===== src/console_pkg.sv =====
/*
  shared constants, field encodings and state types of the console
  control block. assumes a 40 MHz system clock.
*/
package console_pkg;

  // ----------------------------------------------------------------
  // timing
  // ----------------------------------------------------------------
  localparam int CLK_HZ = 40_000_000;
  localparam int US_PER_S = 1_000_000;
  localparam int TICK_US = 1000;
  localparam int MS_CYCLES = CLK_HZ / (US_PER_S / TICK_US);
  localparam int DEBOUNCE_MS = 10;
  localparam int BOOT_STEP_MS = 250;
  localparam int HOLD_W = 16;
  localparam logic [HOLD_W-1:0] TAP_LIMIT_RST = 16'h012c;

  // ----------------------------------------------------------------
  // apb register map
  // ----------------------------------------------------------------
  localparam int ADDR_W = 8;
  localparam logic [ADDR_W-1:0] STATUS_OFS = 8'h00;
  localparam logic [ADDR_W-1:0] TAP_LIMIT_OFS = 8'h04;
  localparam int ST_MAIN = 0;
  localparam int ST_TALK = 1;
  localparam int ST_RELAY = 2;
  localparam int ST_RUN = 3;
  localparam int ST_SRC = 4;
  localparam int ST_SYS = 6;
  localparam int ST_MAIN_LATCH = 7;
  localparam int ST_TALK_LATCH = 8;

  // ----------------------------------------------------------------
  // switch field encodings
  // ----------------------------------------------------------------
  typedef enum logic [1:0] {
    SRC_AES3ID = 2'h0,
    SRC_BIDIR = 2'h1,
    SRC_AES3 = 2'h2,
    SRC_SPARE = 2'h3
  } src_sel_e;

  typedef enum logic [1:0] {
    RELAY_OFF = 2'h0,
    RELAY_MAIN = 2'h1,
    RELAY_TALK = 2'h2,
    RELAY_SPARE = 2'h3
  } relay_mode_e;

  typedef enum logic [1:0] {
    BTN_MUTE = 2'h0,
    BTN_TALK = 2'h1,
    BTN_ALT = 2'h2,
    BTN_HYB = 2'h3
  } btn_mode_e;

  localparam logic SYS_ONAIR = 1'b0;
  localparam logic TB_HYBRID = 1'b1;

  typedef enum logic [1:0] {
    BOOT_RED = 2'h0,
    BOOT_GREEN = 2'h1,
    BOOT_TALK = 2'h3,
    BOOT_RUN = 2'h2
  } boot_e;

endpackage : console_pkg


===== src/button_conditioner.sv =====
/*
  one front-panel button: synchroniser, debounce and tap/hold split.
  assumes an active-low button pin and a one-cycle millisecond tick.
*/
`timescale 1ns/1ps
module button_conditioner #(
  parameter int DEBOUNCE_MS = console_pkg::DEBOUNCE_MS,
  parameter int HOLD_W = console_pkg::HOLD_W
) (
  input wire logic clk,
  input wire logic rst,
  input wire logic tick_ms,
  input wire logic button_n,
  input wire logic [HOLD_W-1:0] tap_limit,
  output logic held,
  output logic press,
  output logic tap_release,
  output logic hold_release
);

  localparam logic [7:0] DB_LAST = 8'(DEBOUNCE_MS - 1);
  localparam logic [HOLD_W-1:0] HOLD_MAX = '1;

  logic [1:0] sync_q;
  logic [7:0] bounce_cnt;
  logic [HOLD_W-1:0] hold_cnt;

  wire raw = sync_q[1];
  wire differs = raw != held;
  // debounce settle
  wire settled = differs && tick_ms && (bounce_cnt == DB_LAST);
  // tap versus hold
  wire is_tap = hold_cnt < tap_limit;

  // ----------------------------------------------------------------
  // synchroniser and debounce
  // ----------------------------------------------------------------
  always_ff @(posedge clk) begin
    if (rst) begin
      sync_q <= '0;
      bounce_cnt <= '0;
      held <= 1'b0;
    end else begin
      sync_q <= {sync_q[0], ~button_n};
      if (!differs) begin
        bounce_cnt <= '0;
      end else if (tick_ms) begin
        bounce_cnt <= settled ? '0 : bounce_cnt + 8'h01;
      end
      if (settled) begin
        held <= raw;
      end
    end
  end

  // ----------------------------------------------------------------
  // press duration and edge pulses
  // ----------------------------------------------------------------
  always_ff @(posedge clk) begin
    if (rst) begin
      hold_cnt <= '0;
      press <= 1'b0;
      tap_release <= 1'b0;
      hold_release <= 1'b0;
    end else begin
      press <= settled && raw;
      tap_release <= settled && !raw && is_tap;
      hold_release <= settled && !raw && !is_tap;
      if (settled && raw) begin
        hold_cnt <= '0;
      end else if (held && tick_ms && hold_cnt != HOLD_MAX) begin
        hold_cnt <= hold_cnt + 1'b1;
      end
    end
  end

endmodule : button_conditioner


===== src/console_control.sv =====
/*
  console control: source select, button modes, talkback pre-empt,
  relay, status leds with boot sequence, apb status/tap registers.
  assumes dip switches, buttons and recovered clocks are async pins.
*/
// Functional notes
// two switches pick one of three digital inputs as source.
// recovered clock of chosen input is the master sync reference.
// chosen input's two audio channels feed the headphone routing.
// relay disabled mode keeps relay released always.
// follow-main relay mode energizes relay while main is active.
// follow-talkback mode energizes relay while talkback is active.
// on-air: active talkback forces main output muted.
// production: talkback never mutes main output.
// after power up light three leds in turn, then run.
// green main led shows main active in both system modes.
// on-air: red main led shows main muted.
// production: red main led stays off.
// push-to-mute: main active, muted only while button held.
// push-to-talk: main muted, active only while button held.
// alternate action: each press toggles main output.
// alternate and hybrid modes start muted at power up.
// hybrid: hold gives active until release, tap toggles latch.
// on-air latched main forced off by talkback, restored after.
// switch changes take effect at once during operation.
// talkback offers push-to-talk or hybrid, starts muted.
// buttons debounced; release before threshold is a tap.
// fixed field encodings; unused relay code means disabled.
`timescale 1ns/1ps
module console_control #(
  parameter int MS_CYCLES = console_pkg::MS_CYCLES,
  parameter int BOOT_STEP_MS = console_pkg::BOOT_STEP_MS
) (
  input wire logic clk,
  input wire logic rst,
  input wire logic input_select_sw_a,
  input wire logic input_select_sw_b,
  input wire logic relay_mode_sw_a,
  input wire logic relay_mode_sw_b,
  input wire logic system_mode_sw,
  input wire logic talkback_button_mode_sw,
  input wire logic main_button_mode_sw_a,
  input wire logic main_button_mode_sw_b,
  input wire logic main_button_n,
  input wire logic talkback_button_n,
  input wire logic rx_clk_aes3id,
  input wire logic rx_clk_bidir,
  input wire logic rx_clk_aes3,
  input wire logic rx_data_aes3id,
  input wire logic rx_data_bidir,
  input wire logic rx_data_aes3,
  input wire logic psel,
  input wire logic penable,
  input wire logic pwrite,
  input wire logic [console_pkg::ADDR_W-1:0] paddr,
  input wire logic [31:0] pwdata,
  output logic [31:0] prdata,
  output logic pready,
  output logic pslverr,
  output logic sync_ref,
  output logic src_audio_data,
  output logic [1:0] input_select,
  output logic main_on,
  output logic talkback_on,
  output logic relay_energize,
  output logic led_main_green,
  output logic led_main_red,
  output logic led_talkback
);

  localparam int HW = console_pkg::HOLD_W;
  localparam logic [15:0] MS_LAST = 16'(MS_CYCLES - 1);
  localparam logic [9:0] STEP_LAST = 10'(BOOT_STEP_MS - 1);

  // ----------------------------------------------------------------
  // button mode decode, shared by main and talkback
  // ----------------------------------------------------------------
  function automatic logic chan_active(console_pkg::btn_mode_e m,
                                       logic hold, logic latch, logic tap);
    case (m)
      console_pkg::BTN_MUTE: chan_active = !hold;
      console_pkg::BTN_TALK: chan_active = hold;
      console_pkg::BTN_ALT: chan_active = latch;
      default: chan_active = hold || latch || tap;
    endcase
  endfunction : chan_active

  function automatic logic chan_latch(console_pkg::btn_mode_e m,
                                      logic latch, logic pr,
                                      logic tap, logic hrel);
    case (m)
      console_pkg::BTN_ALT: chan_latch = pr ? !latch : latch;
      console_pkg::BTN_HYB: chan_latch = tap ? !latch : (hrel ? 1'b0 : latch);
      default: chan_latch = 1'b0;
    endcase
  endfunction : chan_latch

  // ----------------------------------------------------------------
  // pin synchronisers
  // ----------------------------------------------------------------
  logic [7:0] sw_meta;
  logic [7:0] sw_sync;
  logic [5:0] rx_meta;
  logic [5:0] rx_sync;

  always_ff @(posedge clk) begin
    if (rst) begin
      sw_meta <= '0;
      sw_sync <= '0;
      rx_meta <= '0;
      rx_sync <= '0;
    end else begin
      sw_meta <= {main_button_mode_sw_b, main_button_mode_sw_a,
                  talkback_button_mode_sw, system_mode_sw,
                  relay_mode_sw_b, relay_mode_sw_a,
                  input_select_sw_b, input_select_sw_a};
      sw_sync <= sw_meta;
      rx_meta <= {rx_data_aes3, rx_data_bidir, rx_data_aes3id,
                  rx_clk_aes3, rx_clk_bidir, rx_clk_aes3id};
      rx_sync <= rx_meta;
    end
  end

  // live switch fields
  // fixed field encodings
  wire console_pkg::src_sel_e src_sel = console_pkg::src_sel_e'(sw_sync[1:0]);
  wire console_pkg::relay_mode_e relay_mode =
    console_pkg::relay_mode_e'(sw_sync[3:2]);
  wire onair = sw_sync[4] == console_pkg::SYS_ONAIR;
  wire console_pkg::btn_mode_e tb_mode = (sw_sync[5] == console_pkg::TB_HYBRID) ?
    console_pkg::BTN_HYB : console_pkg::BTN_TALK;
  wire console_pkg::btn_mode_e main_mode =
    console_pkg::btn_mode_e'(sw_sync[7:6]);

  // ----------------------------------------------------------------
  // source selection
  // ----------------------------------------------------------------
  // one of three inputs; spare code falls back to the coax input
  wire src_bidir = src_sel == console_pkg::SRC_BIDIR;
  wire src_aes3 = src_sel == console_pkg::SRC_AES3;
  wire [1:0] next_input_select = src_bidir ? console_pkg::SRC_BIDIR :
    (src_aes3 ? console_pkg::SRC_AES3 : console_pkg::SRC_AES3ID);
  // recovered clock becomes sync reference
  wire next_sync_ref = src_bidir ? rx_sync[1] : (src_aes3 ? rx_sync[2] : rx_sync[0]);
  // audio channels of the chosen input
  wire next_audio = src_bidir ? rx_sync[4] : (src_aes3 ? rx_sync[5] : rx_sync[3]);

  // ----------------------------------------------------------------
  // millisecond tick and boot sequence
  // ----------------------------------------------------------------
  logic [15:0] div_cnt;
  logic tick_ms;
  logic [9:0] step_cnt;
  console_pkg::boot_e boot_state;
  console_pkg::boot_e next_boot;

  wire run = boot_state == console_pkg::BOOT_RUN;
  wire step_done = tick_ms && (step_cnt == STEP_LAST);

  always_ff @(posedge clk) begin
    if (rst) begin
      div_cnt <= '0;
      tick_ms <= 1'b0;
    end else begin
      tick_ms <= div_cnt == MS_LAST;
      div_cnt <= (div_cnt == MS_LAST) ? '0 : div_cnt + 16'h0001;
    end
  end

  // three leds in turn before running
  always_comb begin
    next_boot = boot_state;
    case (boot_state)
      console_pkg::BOOT_RED: if (step_done) next_boot = console_pkg::BOOT_GREEN;
      console_pkg::BOOT_GREEN: if (step_done) next_boot = console_pkg::BOOT_TALK;
      console_pkg::BOOT_TALK: if (step_done) next_boot = console_pkg::BOOT_RUN;
      default: next_boot = console_pkg::BOOT_RUN;
    endcase
  end

  always_ff @(posedge clk) begin
    if (rst) begin
      boot_state <= console_pkg::BOOT_RED;
      step_cnt <= '0;
    end else begin
      boot_state <= next_boot;
      if (step_done) begin
        step_cnt <= '0;
      end else if (tick_ms && !run) begin
        step_cnt <= step_cnt + 10'h001;
      end
    end
  end

  // ----------------------------------------------------------------
  // buttons
  // ----------------------------------------------------------------
  logic [HW-1:0] tap_limit;
  logic main_held;
  logic main_press;
  logic main_tap;
  logic main_hrel;
  logic tb_held;
  logic tb_press;
  logic tb_tap;
  logic tb_hrel;

  button_conditioner #(
    .DEBOUNCE_MS(console_pkg::DEBOUNCE_MS),
    .HOLD_W(HW)
  ) main_btn (
    .clk(clk),
    .rst(rst),
    .tick_ms(tick_ms),
    .button_n(main_button_n),
    .tap_limit(tap_limit),
    .held(main_held),
    .press(main_press),
    .tap_release(main_tap),
    .hold_release(main_hrel)
  );

  button_conditioner #(
    .DEBOUNCE_MS(console_pkg::DEBOUNCE_MS),
    .HOLD_W(HW)
  ) talk_btn (
    .clk(clk),
    .rst(rst),
    .tick_ms(tick_ms),
    .button_n(talkback_button_n),
    .tap_limit(tap_limit),
    .held(tb_held),
    .press(tb_press),
    .tap_release(tb_tap),
    .hold_release(tb_hrel)
  );

  // ----------------------------------------------------------------
  // channel states
  // ----------------------------------------------------------------
  logic main_latch;
  logic tb_latch;

  // latch update; buttons ignored during boot
  wire next_main_latch = run &&
    chan_latch(main_mode, main_latch, main_press, main_tap, main_hrel);
  // talkback follows the same hold and tap handling
  wire next_tb_latch = run &&
    chan_latch(tb_mode, tb_latch, tb_press, tb_tap, tb_hrel);

  // channel activity from mode
  wire main_raw = run && chan_active(main_mode, main_held, main_latch, main_tap);
  wire tb_act = run && chan_active(tb_mode, tb_held, tb_latch, tb_tap);
  // pre-empt only in on-air; latch kept so it resumes
  wire preempt = onair && tb_act;
  wire main_act = main_raw && !preempt;

  // relay follows the channel picked by the relay mode
  wire next_relay = (relay_mode == console_pkg::RELAY_MAIN) ? main_act :
    ((relay_mode == console_pkg::RELAY_TALK) ? tb_act : 1'b0);

  // leds, overridden by boot sequence
  wire next_green = run ? main_act : (boot_state == console_pkg::BOOT_GREEN);
  wire next_red = run ? (onair && !main_act) : (boot_state == console_pkg::BOOT_RED);
  wire next_led_tb = run ? tb_act : (boot_state == console_pkg::BOOT_TALK);

  // latches clear at power up, so alternate, hybrid and talkback channels start muted
  always_ff @(posedge clk) begin
    if (rst) begin
      main_latch <= 1'b0;
      tb_latch <= 1'b0;
      main_on <= 1'b0;
      talkback_on <= 1'b0;
      relay_energize <= 1'b0;
      led_main_green <= 1'b0;
      led_main_red <= 1'b0;
      led_talkback <= 1'b0;
      sync_ref <= 1'b0;
      src_audio_data <= 1'b0;
      input_select <= console_pkg::SRC_AES3ID;
    end else begin
      main_latch <= next_main_latch;
      tb_latch <= next_tb_latch;
      main_on <= main_act;
      talkback_on <= tb_act;
      relay_energize <= next_relay;
      led_main_green <= next_green;
      led_main_red <= next_red;
      led_talkback <= next_led_tb;
      sync_ref <= next_sync_ref;
      src_audio_data <= next_audio;
      input_select <= next_input_select;
    end
  end

  // ----------------------------------------------------------------
  // apb slave: one wait-free access phase
  // ----------------------------------------------------------------
  wire setup = psel && !penable;
  wire done = psel && penable && pready;
  wire hit_status = paddr == console_pkg::STATUS_OFS;
  wire hit_tap = paddr == console_pkg::TAP_LIMIT_OFS;
  wire unmapped = !hit_status && !hit_tap;

  logic [31:0] status_word;
  always_comb begin
    status_word = '0;
    status_word[console_pkg::ST_MAIN] = main_on;
    status_word[console_pkg::ST_TALK] = talkback_on;
    status_word[console_pkg::ST_RELAY] = relay_energize;
    status_word[console_pkg::ST_RUN] = run;
    status_word[console_pkg::ST_SRC +: 2] = input_select;
    status_word[console_pkg::ST_SYS] = sw_sync[4];
    status_word[console_pkg::ST_MAIN_LATCH] = main_latch;
    status_word[console_pkg::ST_TALK_LATCH] = tb_latch;
  end

  wire [31:0] rd_word = hit_status ? status_word :
    (hit_tap ? {16'h0000, tap_limit} : 32'h0000_0000);

  // data captured in setup so the answer stands for the whole access
  always_ff @(posedge clk) begin
    if (rst) begin
      prdata <= '0;
      pready <= 1'b0;
      pslverr <= 1'b0;
      tap_limit <= console_pkg::TAP_LIMIT_RST;
    end else begin
      pready <= setup;
      pslverr <= setup && unmapped;
      if (setup) begin
        prdata <= pwrite ? 32'h0000_0000 : rd_word;
      end
      // threshold set by software
      if (done && pwrite && hit_tap) begin
        tap_limit <= pwdata[HW-1:0];
      end
    end
  end
endmodule : console_control


===== config.mk =====
export PLATFORM = sky130hd
export DESIGN_NAME = console_control
export DESIGN_NICKNAME = d
export VERILOG_FILES = /design/src/console_pkg.sv /design/src/button_conditioner.sv /design/src/console_control.sv
export SDC_FILE = /design/constraint.sdc
export NUM_CORES = 1
export LEC_CHECK = 0
export BUFFER_PORTS_ARGS = -buffer_cell sky130_fd_sc_hd__buf_2
export CAP_MARGIN = 0
export CELL_PAD_IN_SITES_DETAIL_PLACEMENT = 2
export CELL_PAD_IN_SITES_GLOBAL_PLACEMENT = 2
export CORE_UTILIZATION = 38
export CTS_CLUSTER_DIAMETER = 30
export DETAILED_ROUTE_END_ITERATION = 7
export PLACE_DENSITY = 0.95
export SLEW_MARGIN = 30
export SYNTH_ARGS = -nofsm -noshare
export SYNTH_HDL_FRONTEND = slang
export SYNTH_SLANG_ARGS = --single-unit
export TNS_END_PERCENT = 20

===== constraint.sdc =====
create_clock -name clk -period 3.15 [get_ports clk]
set_input_delay 0 -clock clk [delete_from_list [all_inputs] [get_ports clk]]
set_output_delay 0 -clock clk [all_outputs]
set_load 0.05 [all_outputs]

After elaboration in Yosys (flattened, before gate mapping)
Index checks and enable logic that the tools add are counted.

word-level totals
  flip-flop bits (word level) = 179
  bits in latches = 0
  bits in writable memories = 0
  bits in read-only memories = 0
  memories = 0

operators by class
  add/sub/neg operators = 6
  $mul = 0
  div/mod/pow operators = 0
  $lt $le $gt $ge = 2
  equality and inequality tests = 25
  shift-type cells = 0
  mux-type cells = 31
  bitwise gates (word level) = 5
  reductions and logical operators = 62

operators with widths
  operator                 count
  $add A16 B1 Y16 const B  3
  $mux W16                 3
  $logic_and A1 B1 Y1      32
  $lt A16 B16 Y1           2
  $ne A16 B16 Y1 const B   2
  $add A8 B1 Y8 const B    2
  $eq A16 B16 Y1 const B   1
  $eq A2 B2 Y1 const B     8
  $eq A8 B4 Y1 const B     2
  $mux W1                  16
  $mux W8                  2
  $logic_not A1 Y1         14
  $reduce_or A2 Y1         7
  $add A10 B1 Y10 const B  1
  $eq A10 B8 Y1 const B    1
  $eq A2 B1 Y1 const B     5
  $mux W2                  5
  $eq A8 B3 Y1 const B     1
  $logic_not A8 Y1         1
  $logic_not A2 Y1         3
  $ne A2 B2 Y1 const B     3
  $pmux W1 S3              2
  $pmux W2 S3              1
  $not A1 Y1               5
  other kinds (4)          9

Depth between registers and ports, before layout
Gate-level depths: netlist of the first run.

  depth in word-level cells = 10
  gate-level depth with buffers = 7
  depth with buffers taken out = 6

By module
Synthesis of the first run repeated with hierarchy kept, for this count alone.

second synthesis, totals
  cell total of the unflattened synthesis = 825
  area total of the unflattened synthesis = 7563.5 um^2

modules (own cells, without submodules)
  module              times used  cells each  area each (um^2)  seq. area each (um^2)
  console_control     1           407         4005.1            2062.0
  button_conditioner  2           209         1779.2            600.6

Worst setup path after synthesis of the first run
No wires, ideal clock.

  path kind = reg2reg
  start = register main_btn.bounce_cnt[0]
  end = register main_btn.hold_cnt[13]
  setup time = 0.131 ns
  arrival time = 1.662 ns
  data required time = 3.019 ns
  slack = 1.357 ns
  stages on the path, launching flop included = 7
  period minus slack after synthesis = 1.793 ns
  cell sequence = dfxtp_1 > ha_1 > nor4b_1 > a31oi_1 > buf_2 > o311ai_1 > o41ai_1

between the ends
  word-level cells in the longest chain between the ends = 4

ends and longest elaborated chain
  element                     line                      text
  start, declared             button_conditioner.sv:25  logic [7:0] bounce_cnt;
  start signal, assigned      button_conditioner.sv:48  bounce_cnt <= settled ? '0 : bounce_cnt + 8'h01;
  $eq A8 B4 Y1                button_conditioner.sv:31  wire settled = differs && tick_ms && (bounce_cnt == DB_LAST);
  $logic_and A1 B1 Y1         button_conditioner.sv:31
  $logic_and A1 B1 Y1         button_conditioner.sv:69  if (settled && raw) begin
  $reduce_or A2 Y1 (no line)  --
  end signal, assigned        button_conditioner.sv:72  hold_cnt <= hold_cnt + 1'b1;
  end, declared               button_conditioner.sv:26  logic [HOLD_W-1:0] hold_cnt;

No other way between the ends.
A chain may end at the register's enable or synchronous reset.

Final worst setup path of the first run
  start = register main_btn.hold_cnt[11]
  end = register main_btn.hold_cnt[2]

between the ends
  word-level cells in the longest chain between the ends = 2

ends and longest elaborated chain
  element              line                      text
  $ne A16 B16 Y1       button_conditioner.sv:71  end else if (held && tick_ms && hold_cnt != HOLD_MAX) begin
  $logic_and A1 B1 Y1  button_conditioner.sv:71

No other way between the ends.

==> impl_results.md, run 1 <==
- Leak pwr: 3.42 nW
- CTS resizes: 0
- Critical Path Source Type: register
- Number of failing setup endpoints in the final timing report: 0
- Fmax achieved: 373 MHz
- Worst-Skew Late Latency: 0.45 ns
- Top FF cell, synth: dfxtp_1
- Final Hold Viols: 0
- Wire per inst: 32.8 um
- Port bufs: 72
- # DRC: 0
- Final min period: 2.68 ns
- Register area share after synthesis: 43.3%
- Compound-Gate Fraction of Synth Area: 13.3%
- Initial core utilization: 39.4%
- First-pass GRT wire length: 58800 um
- Vias in the first global route: 8660
- DR vias/cell: 6.49
- Flops & latches, synth: 162
- Internal power: 3.35 mW
- CTS tree: yes
- Largest area contributor in the netlist: dfxtp_1
- DRT Pass-1 Iters: 5
- Switching Fraction: 27.4%
- Layout Skew: 0.0138 ns
- Area Growth Syn to Fin: 20.5%
- Clock Power Share: 49.3%
- Crit end category: register
- Yosys top cell area share: 43.3%
- # fillers: 1991
- Tot GR Track Use: 40.2%
- Sequential power share: 45.4%
- DIE AREA: 0.0203 mm^2
- Pwr dens: 512 mW/mm^2
- Final Max Slew Viols: 0
- Row Count: 50
- Logic pwr share: 5.3%
- Synth Area in Adders: 6.52%
- Post-synthesis simple-gate area fraction: 25.0%
- Status: finished clean
- Multiplexer area fraction after synthesis: 3.07%
- Clock Sinks: 162
- Routed vias: 7761
- Number of synthesized flops with an enable pin: 0
- DRT iter0 DRCs: 630
- Die Wd: 142 um
- Kind of critical path: reg2reg
- Finished Cell Area: 0.00903 mm^2
- RePlAce Congestion: 0.802
- Die H: 142 um
- Max-cap violations: 0
- Mapped Cells: 811
- Min-delay worst type: in2reg
- Final ANT Viol Nets: 0
- Slew @ Worst Pin: 1.02 ns
- Synth unique cells: 66
- Initial antenna violation count: 2
- Share of layout cells above drive strength 1: 13.7%
- H-tree levels: 4
- Final WL: 39200 um
- Root buffer cell: clkbuf_16
- Worst-path maximum fanout: 8
- P_sw: 1.27 mW
- Placed inst area: 0.00805 mm^2
- Setup TNS: 0 ns
- Core Area: 0.0190 mm^2
- Slew margin rel.: 31.7%
- GRT Residual Overflow: 0
- Setup ws final: 0.470 ns
- TritonCTS Buffers: 17
- Synth warn: 0
- Syn avg cell area: 9.23 um^2
- XOR/XNOR share of the synthesized area: 3.86%
- Post-synth ARST share: 0%
- Main combinational cell family by area after synthesis: simple AND/OR/NAND/NOR gates
- Syn Std Cell Area: 0.00749 mm^2
- Largest net degree at the start of global routing: 44
- Unrepaired setup endpoints after global routing: no
- Finished Core Util: 47.5%
- Maximum VDD drop: 0.267 mV
- Final net count: 1021
- Dpl hpwl: 20000 um
- Post-route clock period utilization: 85.1%
- Critical path data arrival time: 3.03 ns
- Top-Level Pins: 105
- Synth area leaders: dfxtp_1 43%, ha_1 6.5%, nor2_1 3.9%
- Critical Path RT: 3.50 ns
- DP Worst Slack: 1.04 ns
- Clock-pin slew on the worst setup and hold paths: 0.08 ns
- CTS max path bufs: 2
==> cell families (layout without fill, tap and decap cells) <==
family | after synthesis | in the layout
buffers and inverters | 72 | 180
flip-flops | 162 | 162
AO/OA/AOI/OAI | 149 | 149
adder cells (fa/ha/maj) | 39 | 39
multiplexers | 23 | 23
AND/OR/NAND/NOR | 332 | 332
XOR/XNOR | 33 | 33
other | 1 | 18
==> worst max-delay path, stage by stage, from the launching register on <==
cell	delay, ns
dfxtp_1	0.57
nand4_1	0.53
nor4_1	0.93
o21ai_0	0.28
a21oi_1	0.27
==> state kept, by name (all words and copies together), names as in the netlist, 6 cells and up <==
name                 count
div_cnt                 16
main_btn.hold_cnt       16
prdata                  16
talk_btn.hold_cnt       16
tap_limit               16
step_cnt                10
main_btn.bounce_cnt      8
sw_meta                  8
sw_sync                  8
talk_btn.bounce_cnt      8
rx_meta                  6
rx_sync                  6
==> Yosys cell counts (6+ instances only) <==
cell type	n
a211oi_1	9
a21oi_1	46
a22oi_1	16
and3_1	11
and4_1	10
buf_2	6
buf_4	16
clkbuf_1	16
dfxtp_1	162
ha_1	39
inv_1	29
mux2i_1	23
nand2_1	56
nand2b_1	12
nand3_1	27
nand4_1	26
nor2_1	77
nor2b_1	39
nor3_1	11
nor4_1	11
o21a_1	9
o21ai_0	14
o31ai_1	10
or3_1	7
or4_1	11
xnor2_1	13
xor2_1	20
==> stage by stage <==
step / cells / power, mW / hold slack, ns
final: 1196 / 4.62 / 0.0570
after global routing: 1194 / 4.68 / 0.104
after CTS: 1194 / 4.55 / 0.0377
after detailed placement: 1125 / 2.32 / 0.190
after global placement: 1125 / 2.31 / 0.153
after floorplan: 826 / 2.27 / 0.0667
==> worst paths after layout <==
check | startpoint | endpoint | slack (ns) | cells past startpoint
worst max-delay path | main_btn.hold_cnt[11]$_SDFFE_PP0P_ | main_btn.hold_cnt[2]$_SDFFE_PP0P_ | 0.47 | 4
worst min-delay path | paddr[2] | prdata[6]$_SDFFE_PP0P_ | 0.06 | 4
worst max register to register | main_btn.hold_cnt[11]$_SDFFE_PP0P_ | main_btn.hold_cnt[2]$_SDFFE_PP0P_ | 0.47 | 4
worst min register to register | main_btn.sync_q[0]$_SDFF_PP0_ | main_btn.sync_q[1]$_SDFF_PP0_ | 0.47 | 1
==> layout by cell type (no fill, tap or decap), types with 12 or more instances in the layout <==
| cell | synthesis | routed |
|---|---|---|
| nand3_1 | 27 | 27 |
| inv_1 | 29 | 29 |
| clkbuf_16 | 0 | 17 |
| dfxtp_1 | 162 | 162 |
| a22oi_1 | 16 | 16 |
| a21oi_1 | 46 | 46 |
| nor2_1 | 77 | 77 |
| ha_1 | 39 | 39 |
| xor2_1 | 20 | 20 |
| nor2b_1 | 39 | 39 |
| buf_2 | 6 | 72 |
| nand2b_1 | 12 | 12 |
| conb_1 | 1 | 16 |
| dlygate4sd3_1 | 0 | 37 |
| xnor2_1 | 13 | 13 |
| nand2_1 | 56 | 56 |
| nand4_1 | 26 | 26 |
| mux2i_1 | 23 | 23 |
| o21ai_0 | 14 | 14 |
==> per-layer routing <==
| layer | GRT usage (%) | routed length (um) |
|---|---|---|
| met1 | 43.9 | 14600 |
| met2 | 67.4 | 18700 |
| met3 | 10.1 | 2810 |
| met4 | 30.2 | 3060 |
| met5 | 0 | 11 |
==> power groups by stage <==
stage / clock network (mW) / logic (mW) / registers (mW)
floorplan: 0 / 0.128 / 2.14
global placement: 0 / 0.175 / 2.13
detailed placement: 0 / 0.186 / 2.14
CTS: 2.23 / 0.229 / 2.09
global route: 2.33 / 0.254 / 2.10
finish: 2.28 / 0.246 / 2.10
==> layout make-up <==
type	count	area, um^2	share of cell area, %
antenna	2	5.00	0.0554
inverter	29	109	1.21
tap	260	325	3.60
timing repair buffer	119	806	8.93
sequential	162	3240	35.9
clock buffer	18	429	4.75
clock inverter	14	168	1.86
multi-input combinational	592	3940	43.7
==> what timing repair did <==
item                                   4_1_cts  5_1_grt
buffers inserted                             0        0
hold buffers                                37        0
endpoints found under the hold margin       34        0
(Power assumes the default switching activity.)
==> run 2: changes to the inputs <==
--- a/config.mk
+++ b/config.mk
@@ -5,13 +5,13 @@
 export SDC_FILE = /design/constraint.sdc
 export NUM_CORES = 1
 export LEC_CHECK = 0
-export BUFFER_PORTS_ARGS = -buffer_cell sky130_fd_sc_hd__buf_2
 export CAP_MARGIN = 0
 export CELL_PAD_IN_SITES_DETAIL_PLACEMENT = 2
 export CELL_PAD_IN_SITES_GLOBAL_PLACEMENT = 2
-export CORE_UTILIZATION = 38
+export CORE_UTILIZATION = 42
 export CTS_CLUSTER_DIAMETER = 30
 export DETAILED_ROUTE_END_ITERATION = 7
+export DONT_BUFFER_PORTS = 1
 export PLACE_DENSITY = 0.95
 export SLEW_MARGIN = 30
 export SYNTH_ARGS = -nofsm -noshare
==> impl_results.md, run 2 (synthesis gave the netlist of run 1 again) <==
- Status: finished clean
- Final ANT Viol Nets: 0 (unchanged)
- Dpl hpwl: 17900 um (-10%)
- Tot GR Track Use: 43.0% (+2.8 points)
- Row Count: 48 (-4.0%)
- Crit end category: register
- Post-placement cell count: 1017 (-9.6%)
- Post-route clock period utilization: 86.9% (+1.8 points)
- Initial core utilization: 43.1% (+3.8 points)
- Switching Fraction: 26.1% (-1.3 points)
- Pwr dens: 540 mW/mm^2 (+5.5%)
- FF-to-FF path depth: 5 (+1)
- Unrepaired setup endpoints after global routing: no
- Final Hold Viols: 0 (unchanged)
- Reg2Reg Launch Point: main_btn.hold_cnt[0]$_SDFFE_PP0P_
- DRT Pass-1 Iters: 8 (+3)
- Critical Path RT: 3.48 ns (-0.02 ns)
- Slew margin rel.: 34.3% (+2.6 points)
- First-pass GRT wire length: 56500 um (-3.9%)
- Share of layout cells above drive strength 1: 6.57% (-7.1 points)
- Leak pwr: 3.15 nW (-8.0%)
- Most common cell after layout, fill and taps aside: dfxtp_1
- Top-Level Pins: 105 (unchanged)
- Area Growth Syn to Fin: 16.7%
- DIE AREA: 0.0184 mm^2 (-9.4%)
- Critical path data arrival time: 3.07 ns (+0.04 ns)
- Maximum VDD drop: 0.471 mV (+76%)
- Die Wd: 136 um (-4.8%)
- P_sw: 1.23 mW (-2.9%)
- Vias in the first global route: 8176 (-5.6%)
- Final net count: 956 (-6.4%)
- Clock-pin slew on the worst setup and hold paths: 0.07 ns (about the same)
- Critical Path Source Type: register
- # DRC: 0 (unchanged)
- Worst R2R Setup Slack: 0.41 ns (-0.06 ns)
- Hold Crit Depth: 4 (unchanged)
- RePlAce Congestion: 0.773 (-3.6%)
- Layout Cells excl Fill: 1094 (-8.5%)
- Sequential power share: 44.8% (-0.6 points)
- Number of failing setup endpoints in the final timing report: 0 (unchanged)
- Max-cap violations: 0 (unchanged)
- Final WL: 41800 um (+6.6%)
- Die H: 136 um (-4.8%)
- GRT Residual Overflow: 0 (unchanged)
- Worst-path maximum fanout: 7 (-1)
- Clock Sinks: 162 (unchanged)
- Initial antenna violation count: 1 (-1)
- Final Max Slew Viols: 0 (unchanged)
- DR vias/cell: 7.20 (+11%)
- TritonCTS Buffers: 17 (unchanged)
- Root buffer cell: clkbuf_16
- Worst-Skew Late Latency: 0.46 ns (about the same)
- Postcts setup bufs: 0 (unchanged)
- Kind of critical path: reg2reg
- Logic pwr share: 4.4% (-0.9 points)
- Most frequent cells in the layout: 162 x dfxtp_1, 77 x nor2_1, 56 x nand2_1
- Internal power: 3.49 mW (+4.0%)
- Port bufs: 0 (-100%)
- Core Area: 0.0174 mm^2 (-8.7%)
- Wire per inst: 38.2 um (+17%)
- RR Endpoint: main_btn.hold_cnt[10]$_SDFFE_PP0P_
- Setup TNS: 0 ns (unchanged)
- Largest net degree at the start of global routing: 92 (+110%)
- Hold endpoint: prdata[14]$_SDFFE_PP0P_
- CTS max path bufs: 2 (unchanged)
- Clock Power Share: 50.8% (+1.5 points)
- Slew @ Worst Pin: 0.978 ns (-0.0393 ns)
- Final min period: 2.74 ns (+0.0569 ns)
- DRT iter0 DRCs: 889 (+41%)
- Fmax achieved: 365 MHz (-2.1%)
- CTS tree: yes
- H-tree levels: 4 (unchanged)
- Layout Skew: 0.0156 ns (+0.00183 ns)
- Min-delay worst type: in2reg
- Worst Hold Launch: paddr[0]
- Routed vias: 7872 (+1.4%)
## run 2: critical path, stage by stage, from the launching register on
cell and delay (ns):
dfxtp_1 0.51, ha_1 0.36, nand3_1 0.34, nor3_1 0.86
o211ai_1 0.26, and3_1 0.28
## run 2: power groups by stage
stage | Combinational (mW) | Clock (mW) | Sequential (mW)
floorplan | 0.128 | 0 | 2.14
global placement | 0.108 | 0 | 2.15
detailed placement | 0.115 | 0 | 2.15
CTS | 0.187 | 2.28 | 2.11
global route | 0.212 | 2.45 | 2.11
finish | 0.208 | 2.40 | 2.11
## run 2: final cells by class
class | count | area (um^2)
diodes | 1 | 2.50
clock buffers | 18 | 439
clock inverters | 13 | 184
fillers | 1760 | 8620
inverters | 29 | 109
multi-input cells | 592 | 3940
flip-flops and latches | 162 | 3240
well taps | 225 | 282
repair buffers | 54 | 537
## run 2: what timing repair did
action,in CTS,in global routing
hold buffers,44,0
gates resized for setup,0,0
endpoints found under the setup margin,0,0
endpoints found under the hold margin,120,0
## run 2: worst max-delay path by stage
stage,startpoint,slack (ns),cells past startpoint,end
after CTS,main_btn.hold_cnt[0]$_SDFFE_PP0P_,0.81,5,main_btn.hold_cnt[12]$_SDFFE_PP0P_
after global routing,main_btn.hold_cnt[0]$_SDFFE_PP0P_,0.45,5,main_btn.hold_cnt[10]$_SDFFE_PP0P_
after global placement,main_btn.hold_cnt[1]$_SDFFE_PP0P_,1.15,5,main_btn.hold_cnt[12]$_SDFFE_PP0P_
final,main_btn.hold_cnt[0]$_SDFFE_PP0P_,0.41,5,main_btn.hold_cnt[10]$_SDFFE_PP0P_
after detailed placement,main_btn.hold_cnt[0]$_SDFFE_PP0P_,0.96,5,main_btn.hold_cnt[12]$_SDFFE_PP0P_
after floorplan,main_btn.bounce_cnt[0]$_SDFFE_PP0P_,1.36,6,main_btn.hold_cnt[13]$_SDFFE_PP0P_
## run 2: layer usage
layer	vias to the layer above	global-route usage (%)	wire length, um
met5	-	0	0
met4	0	25.9	3680
met3	298	11.5	4330
met2	737	69.3	18900
met1	3859	51.2	14900
li1	2978	-	-
## run 2: stage by stage
stage	worst slack [ns]	total power [mW]	hold WS, ns	instance area (um^2)	util, %
floorplan	1.36	2.27	0.0667	7540	-
detailed placement	0.959	2.27	0.0703	7640	44.0
CTS	0.809	4.58	0.0431	8720	50.3
finish	0.413	4.72	0.0508	8740	50.3
global route	0.451	4.77	0.0792	8730	50.3
global placement	1.15	2.26	0.0680	7640	44.0
